`src/fuse_lock_pkg.sv`:
```
// constants for the fuse region lock block
package fuse_lock_pkg;
  localparam int unsigned     ADDR_W          = 12;
  localparam logic [11:0]     DBG_EN_OFFSET   = 12'h020;
  localparam logic [11:0]     LOCK_OFFSET     = 12'h024;
  localparam int unsigned     DBG_EN_BIT      = 0;
  localparam int unsigned     DBG_FIELD_W     = 4;
  localparam int unsigned     LOCK_TEST_BIT   = 0;
  localparam int unsigned     LOCK_LSB        = 1;
  localparam int unsigned     LOCK_COUNT      = 4;
  localparam int unsigned     LK_VENDOR       = 0;
  localparam int unsigned     LK_PRIVATE      = 1;
  localparam int unsigned     LK_USER         = 2;
  localparam int unsigned     LK_PUBLIC       = 3;
  localparam logic [3:0]      DBG_EN_RESET    = 4'h0;
  localparam logic [3:0]      LOCK_RESET      = 4'h0;
  localparam int unsigned     FUSE_ADDR_W     = 9;
  localparam int unsigned     FUSE_DATA_W     = 8;
  localparam logic [8:0]      VENDOR_FIRST    = 9'h020;
  localparam logic [8:0]      VENDOR_LAST     = 9'h07f;
  localparam logic [8:0]      PUBLIC_FIRST    = 9'h080;
  localparam logic [8:0]      PUBLIC_LAST     = 9'h0bf;
  localparam logic [8:0]      USER_FIRST      = 9'h0c0;
  localparam logic [8:0]      USER_LAST       = 9'h1ff;
  localparam logic [7:0]      BLOCKED_VALUE   = 8'h00;
  localparam logic [1:0]      HTRANS_NONSEQ   = 2'h2;
  localparam logic            HRESP_OKAY      = 1'b0;
endpackage

```
`src/fuse_lock_if.sv`:
```
// lock state carried from the register file to the fuse read gate
`timescale 1ns/100ps
interface fuse_lock_if;
  logic [3:0] region_lock;
  logic       debug_port_enable;
  modport ctrl (output region_lock, output debug_port_enable);
  modport gate (input region_lock, input debug_port_enable);
endinterface

```
`src/fuse_read_gate.sv`:
```
// fuse read path that masks locked regions
`timescale 1ns/100ps
module fuse_read_gate (
  input  wire logic                 hclk,          // system clock
  input  wire logic                 hresetn,       // async reset, active low
  fuse_lock_if.gate                 lk,            // lock state
  input  wire logic                 fuse_rd_en,    // read strobe
  input  wire logic [8:0]           fuse_rd_addr,  // fuse byte address
  input  wire logic [7:0]           fuse_raw_data, // array contents
  output logic      [7:0]           fuse_rd_data,  // gated data
  output logic                      fuse_rd_valid  // data valid pulse
);
  import fuse_lock_pkg::*;

  logic in_vendor;
  logic in_private;
  logic in_public;
  logic in_user;
  logic blocked;

  assign in_private = fuse_rd_addr < VENDOR_FIRST;
  assign in_vendor  = fuse_rd_addr >= VENDOR_FIRST && fuse_rd_addr <= VENDOR_LAST;
  assign in_public  = fuse_rd_addr >= PUBLIC_FIRST && fuse_rd_addr <= PUBLIC_LAST;
  assign in_user    = fuse_rd_addr >= USER_FIRST && fuse_rd_addr <= USER_LAST;

  // debug access blocks the key and user areas only, not the vendor area
  assign blocked = (in_vendor && lk.region_lock[LK_VENDOR])                        // RULE4
                || (in_private && (lk.region_lock[LK_PRIVATE] || lk.debug_port_enable)) // RULE3
                || (in_public && (lk.region_lock[LK_PUBLIC] || lk.debug_port_enable))   // RULE1
                || (in_user && (lk.region_lock[LK_USER] || lk.debug_port_enable));      // RULE2

  always_ff @(posedge hclk or negedge hresetn) begin
    if (!hresetn) begin
      fuse_rd_data <= BLOCKED_VALUE;
    end else if (fuse_rd_en) begin
      fuse_rd_data <= blocked ? BLOCKED_VALUE : fuse_raw_data; // RULE6 RULE7
    end
  end

  always_ff @(posedge hclk or negedge hresetn) begin
    if (!hresetn) begin
      fuse_rd_valid <= 1'b0;
    end else begin
      fuse_rd_valid <= fuse_rd_en;
    end
  end
endmodule

```
`src/fuse_region_lock_register.sv`:
```
// ahb-lite register file for fuse region locks and debug enable
//
// Implementation choice: the AHB-Lite interface to the registers.
`timescale 1ns/100ps
// Notes on behaviour
// RULE1: public key lock blocks bytes 128-191
// RULE2: lock bit 3 blocks user bytes 192-511
// RULE3: lock bit 2 blocks private key reads
// RULE4: lock bit 1 blocks vendor bytes 32-127
// RULE5: each lock bit writable once per reset
// RULE6: debug enable blocks key and user regions
// RULE7: blocked reads return a fixed value
// RULE8: lock bits reset to zero
// RULE9: debug enable is bit 0 at 20h
// RULE10: test and reserved bits read zero; bits 3:1 at 20h are stored and read back as written
module fuse_region_lock_register (
  input  wire logic                                hclk,              // system clock
  input  wire logic                                hresetn,           // async reset, active low
  input  wire logic                                hsel,              // slave select
  input  wire logic [fuse_lock_pkg::ADDR_W-1:0]    haddr,             // byte address
  input  wire logic [1:0]                          htrans,            // transfer type
  input  wire logic                                hwrite,            // write when high
  input  wire logic [2:0]                          hsize,             // transfer size
  input  wire logic [31:0]                         hwdata,            // write data
  input  wire logic                                hready,            // bus ready in
  output logic                                     hreadyout,         // always ready
  output logic                                     hresp,             // always okay
  output logic      [31:0]                         hrdata,            // read data
  input  wire logic                                fuse_rd_en,        // fuse read strobe
  input  wire logic [fuse_lock_pkg::FUSE_ADDR_W-1:0] fuse_rd_addr,    // fuse byte address
  input  wire logic [fuse_lock_pkg::FUSE_DATA_W-1:0] fuse_raw_data,   // array contents
  output logic      [fuse_lock_pkg::FUSE_DATA_W-1:0] fuse_rd_data,    // gated fuse data
  output logic                                     fuse_rd_valid,     // gated data valid
  output logic                                     debug_port_enable  // debug port on
);
  import fuse_lock_pkg::*;

  logic [ADDR_W-1:0]      addr_q;
  logic                   wr_pend;
  logic                   rd_pend;
  logic [DBG_FIELD_W-1:0] dbg_ctrl;
  logic [LOCK_COUNT-1:0]  lock;
  logic [LOCK_COUNT-1:0]  lock_done;
  logic                   lock_wr;
  logic                   dbg_wr;
  logic                   take;

  fuse_lock_if lock_bus ();

  assign take      = hsel && hready && htrans == HTRANS_NONSEQ;
  assign hreadyout = 1'b1;
  assign hresp     = HRESP_OKAY;
  assign lock_wr   = wr_pend && addr_q == LOCK_OFFSET;
  assign dbg_wr    = wr_pend && addr_q == DBG_EN_OFFSET;

  // address phase captured; the data phase always completes in one cycle
  always_ff @(posedge hclk or negedge hresetn) begin
    if (!hresetn) begin
      addr_q  <= '0;
      wr_pend <= 1'b0;
      rd_pend <= 1'b0;
    end else begin
      addr_q  <= take ? {haddr[ADDR_W-1:2], 2'h0} : addr_q;
      wr_pend <= take && hwrite;
      rd_pend <= take && !hwrite;
    end
  end

  always_ff @(posedge hclk or negedge hresetn) begin
    if (!hresetn) begin
      dbg_ctrl <= DBG_EN_RESET;
    end else if (dbg_wr) begin
      dbg_ctrl <= hwdata[DBG_FIELD_W-1:0]; // RULE9
    end
  end

  // the first write after reset freezes each lock bit, whatever value it carries
  for (genvar k = 0; k < LOCK_COUNT; k++) begin : g_lock
    always_ff @(posedge hclk or negedge hresetn) begin
      if (!hresetn) begin
        lock[k]      <= LOCK_RESET[k]; // RULE8
        lock_done[k] <= 1'b0;
      end else if (lock_wr && !lock_done[k]) begin
        lock[k]      <= hwdata[LOCK_LSB+k]; // RULE5
        lock_done[k] <= 1'b1;
      end
    end
  end

  // read mux sits on flops only, so a write is visible to the very next read
  always_comb begin
    hrdata = '0;
    if (rd_pend) begin
      unique case (addr_q)
        DBG_EN_OFFSET: hrdata[DBG_FIELD_W-1:0] = dbg_ctrl;
        LOCK_OFFSET:   hrdata[LOCK_LSB +: LOCK_COUNT] = lock; // RULE10
        default:       hrdata = '0;
      endcase
    end
  end

  assign debug_port_enable            = dbg_ctrl[DBG_EN_BIT]; // RULE9
  assign lock_bus.region_lock       = lock;
  assign lock_bus.debug_port_enable = dbg_ctrl[DBG_EN_BIT]; // RULE6

  fuse_read_gate u_gate (
    .hclk          (hclk),
    .hresetn       (hresetn),
    .lk            (lock_bus.gate),
    .fuse_rd_en    (fuse_rd_en),
    .fuse_rd_addr  (fuse_rd_addr),
    .fuse_raw_data (fuse_raw_data),
    .fuse_rd_data  (fuse_rd_data),
    .fuse_rd_valid (fuse_rd_valid)
  );
endmodule

```
`config.mk`:
```
export PLATFORM = sky130hd
export DESIGN_NAME = fuse_region_lock_register
export DESIGN_NICKNAME = d
export VERILOG_FILES = /design/src/fuse_lock_pkg.sv /design/src/fuse_lock_if.sv /design/src/fuse_read_gate.sv /design/src/fuse_region_lock_register.sv
export SDC_FILE = /design/constraint.sdc
export NUM_CORES = 1
export LEC_CHECK = 0
export BUFFER_PORTS_ARGS = -buffer_cell sky130_fd_sc_hd__buf_2
export CORE_MARGIN = 2
export CORE_UTILIZATION = 45
export CTS_CLUSTER_DIAMETER = 60
export CTS_CLUSTER_SIZE = 10
export DETAILED_ROUTE_END_ITERATION = 8
export PLACE_DENSITY = 0.91
export SKIP_LAST_GASP = 1
export SYNTH_ARGS = -nofsm -noshare
export SYNTH_HDL_FRONTEND = slang
export SYNTH_SLANG_ARGS = --single-unit
```
`constraint.sdc`:
```
create_clock -name hclk -period 6.62 [get_ports hclk]
set_clock_uncertainty 0.05 [all_clocks]
set_input_delay 1.655 -clock hclk [delete_from_list [all_inputs] [get_ports hclk]]
set_output_delay 1.655 -clock hclk [all_outputs]
set_load 0.02 [all_outputs]
```
# Word level (Yosys, flattened, before mapping)
# Cells that the tools add are included.
# W data, S select, Z words.
classes:
  n_eq_ne: 3
  n_reduce_logical: 28
  mux: 5
  magnitude_cmp: 7
op_table:
  columns: ["cell", "count"]
  rows:
  - ["$eq A10 B4 Y1 const B", 2]
  - ["$ge A9 B8 Y1 const B", 2]
  - ["$logic_and A1 B1 Y1", 17]
  - ["$ge A9 B6 Y1 const B", 1]
  - ["$le A9 B7 Y1 const B", 1]
  - ["$le A9 B8 Y1 const B", 1]
  - ["$le A9 B9 Y1 const B", 1]
  - ["$lt A9 B6 Y1 const B", 1]
  - ["$mux W8", 1]
  - ["$logic_or A1 B1 Y1", 6]
  - ["$pmux W3 S2", 1]
  - ["$logic_not A1 Y1", 5]
  - ["$mux W5", 1]
  - ["$eq A2 B2 Y1 const B", 1]
  - ["$mux W1", 2]
word_totals:
  output_inout_bits: 44
  in_bits: 72
  elab_cells: 57
  reg_bits: 33

# Longest topological paths before layout
depth:
  word_depth: 7
  ltp_mapped: 6
  mapped_depth_nobuf: 4

# Cells and area by module
# A second synthesis with hierarchy kept.
unflattened:
  hier_cells: 151
  hier_area_um2: 1721.7
by_module_without_submodules:
  columns: ["mod", "cells_each", "area_each_um2", "seq_area_each_um2", "n_inst"]
  rows:
  - ["fuse_region_lock_register", 110, 1291.2, 600.6, 1]
  - ["fuse_read_gate", 41, 430.4, 225.2, 1]

# Worst setup path before layout
# No wires, ideal clock.
synth_path:
  kind: "register to output"
  from: "register addr_q[10]"
  to: "output port hrdata[0]"
  path_buffers: 0
  t_required_ns: 4.915
  path_slack_ns: 3.189
  path_stages_with_launch: 5
  t_arrival_ns: 1.726
  path_cell_list: "dfrtp_1 > or4b_4 > nor2_1 > nand3_1 > nor3b_1"
synth_between:
  elab_chain_len: 3
synth_rtl:
  columns: ["item", "line", "text"]
  rows:
  - ["start: declaration", "fuse_region_lock_register.sv:38", "logic [ADDR_W-1:0] addr_q;"]
  - ["start signal: assignment", "fuse_region_lock_register.sv:63", "addr_q <= take ? {haddr[ADDR_W-1:2], 2'h0} : addr_q;"]
  - ["$eq A10 B4 Y1", "fuse_region_lock_register.sv:94", "unique case (addr_q)"]
  - ["$mux W1", "fuse_region_lock_register.sv:94", null]
  - ["$mux W5", "fuse_region_lock_register.sv:93", "if (rd_pend) begin"]
  - ["end: declaration", "fuse_region_lock_register.sv:28", "output logic [31:0] hrdata,"]
# No other way between the ends.

# Worst setup path in the final report
# Ends and elaborated chain as after synthesis.

==> out/qor.yml <==
floorplan:
  start_util: 0.467
  die_h_um: 65.6
  die_w_um: 65.6
  die_area_sq_um: 4310
  ioPinCount: 116
  rows: 22
  core-area_sq_um: 3660
grt:
  grt_pass1_wl_um: 4880
  track_usage: 0.152
  overflow: 0
  grt_max_degree: 34
  antenna_found_initial: 0
  grt_pass1_vias: 1110
synthesis:
  synth.area.top_cells: "dfrtp_1, buf_4, mux2_2"
  synthesis.area_sq_um: 1710
  synthArstFlopShare: 1.00
  ys_types: 30
  synth_common_cells: "dfrtp_1, buf_4, mux2_2"
  yosys.area.top_type_share: 0.483
  synthCells: 156
  synth_edf_count: 0
  yosysMostFrequentCell: "dfrtp_1"
  synthFlopType: "dfrtp_1"
  synth_seq_area_share: 0.483
  ys_ff_latch: 33
  synth_warnings: 0
  synth_area_per_cell_sq_um: 11.0
  yosysTopAreaCell: "dfrtp_1"
clock_tree:
  ctsHoldBuffers: 0
  cts_tree: "yes"
  htreeDepth: 2
  clk_pin_slew_worst_paths_ns: 0.06
  insertion_delay_ns: 0.28
  cts_root_buffer: "clkbuf_8"
  cts_num_sinks: 33
  clk_path_buf_depth: 2
  post_cts_resized: 0
  cts_setup_buffers: 0
  cts_buffers: 5
detailed_routing:
  wl_per_cell_um: 11.4
  viasPerCell: 4.46
  drt_iter0_drc: 22
  num_vias: 1141
  drt-pass1-iter-count: 4
  routed_wirelength_um: 2910
  final_antenna_net_count: 0
  drc_errors: 0
worst_setup_path:
  r2r_start: "addr_q[10]"
  r2r_cells: 4
  crit_slowest_cell: "or4b_4"
  r2r_setup_slack_ns: 4.48
  cp_data_required_time_ns: 4.91
  cp_max_fo: 5
  worstReg2RegEnd: "lock[2]"
  critPathLaunchType: "register"
  slowest_delay_ns: 0.54
  path_cells: "or4b_4 > nor2_1 > nand3_1 > nor3b_1 > buf_2"
  crit_arrival_ns: 1.97
  criticalPathCategory: "register to output port"
  cp-end-kind: "output port"
pwr:
  power_leakage_nw: 1.07
  irDropWorstVdd_mv: 0.129
  total_power_mw: 0.477
  power.density_nw_per_um2: 241
sta:
  rsz0062_at_grt: "false"
  fin_ws_ns: 2.94
  final_hold_viol_count: 0
  setup_viol: 0
  fmax_mhz: 272
  slew-limit-headroom: 0.384
  slew_violations: 0
  worstMarginPinSlew_ns: 0.917
  fin_crit_sh: 0.555
  period_needed_ns: 3.68
  hold_ws_ns: 0.449
  setup_tns_ns: 0
layout:
  finalInstanceArea_sq_um: 1980
  multiInputGateArea_sq_um: 714
  areaGrowthSynthToFinish_pct: 15.9
  diodes: 0
  drive_gt1_frac: 0.375
  fill_cells: 317
  final_nets: 279
  register_area_sq_um: 826
status:
  status: "finished, final reports clean"
placed_design:
  port_buffers: 49
  placed_area_sq_um: 1880
  dpl_worst_slack_ns: 3.22
  place_congestion: 0.759
  dp_hpwl_um: 2200
hold_path:
  whs_endpoint: "addr_q[11]"
  hold_path_depth: 1
  hold_path_class: "register to register"
  hold_start: "addr_q[11]"
run:
  cap_violations: 0
registers in the layout (all words and copies together), names as in the netlist:
register,flops
u_gate.fuse_rd_valid,1
rd_pend,1
addr_q,10
dbg_ctrl,4
lock,4
u_gate.fuse_rd_data,8
wr_pend,1
lock_done,4
routing by layer:
layer	up-vias	track usage	part of all wire
met5	-	0	0
met4	0	0.0833	0.014
met3	2	0.0514	0.063
met2	41	0.240	0.50
met1	535	0.182	0.42
li1	563	-	-
worst max-delay path, delay by kind of cell, from the launching register on:
kind                   cells  cell delay (ns)
DFF                        1             0.37
buffers and inverters      1             0.19
and+or+nand+nor            4             1.13
worst max path at each step:
stage / startpoint / end / slack [ns] / cells past startpoint
CTS: addr_q[10] / hrdata[0] / 2.90 / 5
finish: addr_q[10] / hrdata[0] / 2.94 / 5
detailed placement: addr_q[10] / hrdata[0] / 3.22 / 5
global route: addr_q[10] / hrdata[0] / 2.75 / 5
floorplan: addr_q[10] / hrdata[0] / 3.19 / 4
global placement: addr_q[10] / hrdata[0] / 3.25 / 5
power breakdown:
group          total (mW)  internal (mW)  switching, mW
Clock               0.163         0.0939         0.0688
Combinational      0.0784         0.0340         0.0444
Sequential          0.236          0.222         0.0138
Total               0.477          0.350          0.127
layout make-up:
type                    count  share of cell area
clock inverters             1             0.00253
inverters                   9              0.0171
repair buffers             49               0.124
flip-flops and latches     33               0.417
multi-input cells         109               0.361
well taps                  48              0.0303
clock buffers               7              0.0486
cells by family (layout without fill, tap and decap cells):
family | Yosys count | after routing | share of synthesized area
AOI/OAI and AO/OA | 19 | 19 | 0.0622
buffers and inverters | 41 | 66 | 0.158
DFF | 33 | 33 | 0.483
muxes | 22 | 22 | 0.142
other | 2 | 29 | 0.00439
and+or+nand+nor | 39 | 39 | 0.150
metrics by stage:
| stage | utilization | cells |
|---|---|---|
| 2_1_floorplan | - | 183 |
| 3_3_place_gp | 0.513 | 248 |
| 3_5_place_dp | 0.513 | 248 |
| 4_1_cts | 0.541 | 256 |
| 5_1_grt | 0.541 | 256 |
| 6_report | 0.541 | 256 |
cell usage in the layout (no fill, tap or decap), types with 4 or more instances in the layout:
| cell type | instances |
|---|---|
| nor2b_1 | 8 |
| mux2i_1 | 4 |
| mux2_1 | 4 |
| nor2_4 | 4 |
| clkbuf_8 | 7 |
| mux2_2 | 14 |
| buf_2 | 49 |
| conb_1 | 29 |
| dfrtp_1 | 33 |
| inv_1 | 9 |
| a21oi_1 | 8 |
| nor2_1 | 8 |
| o21ai_0 | 8 |
Note: power is estimated with default switching activity, not from simulation.
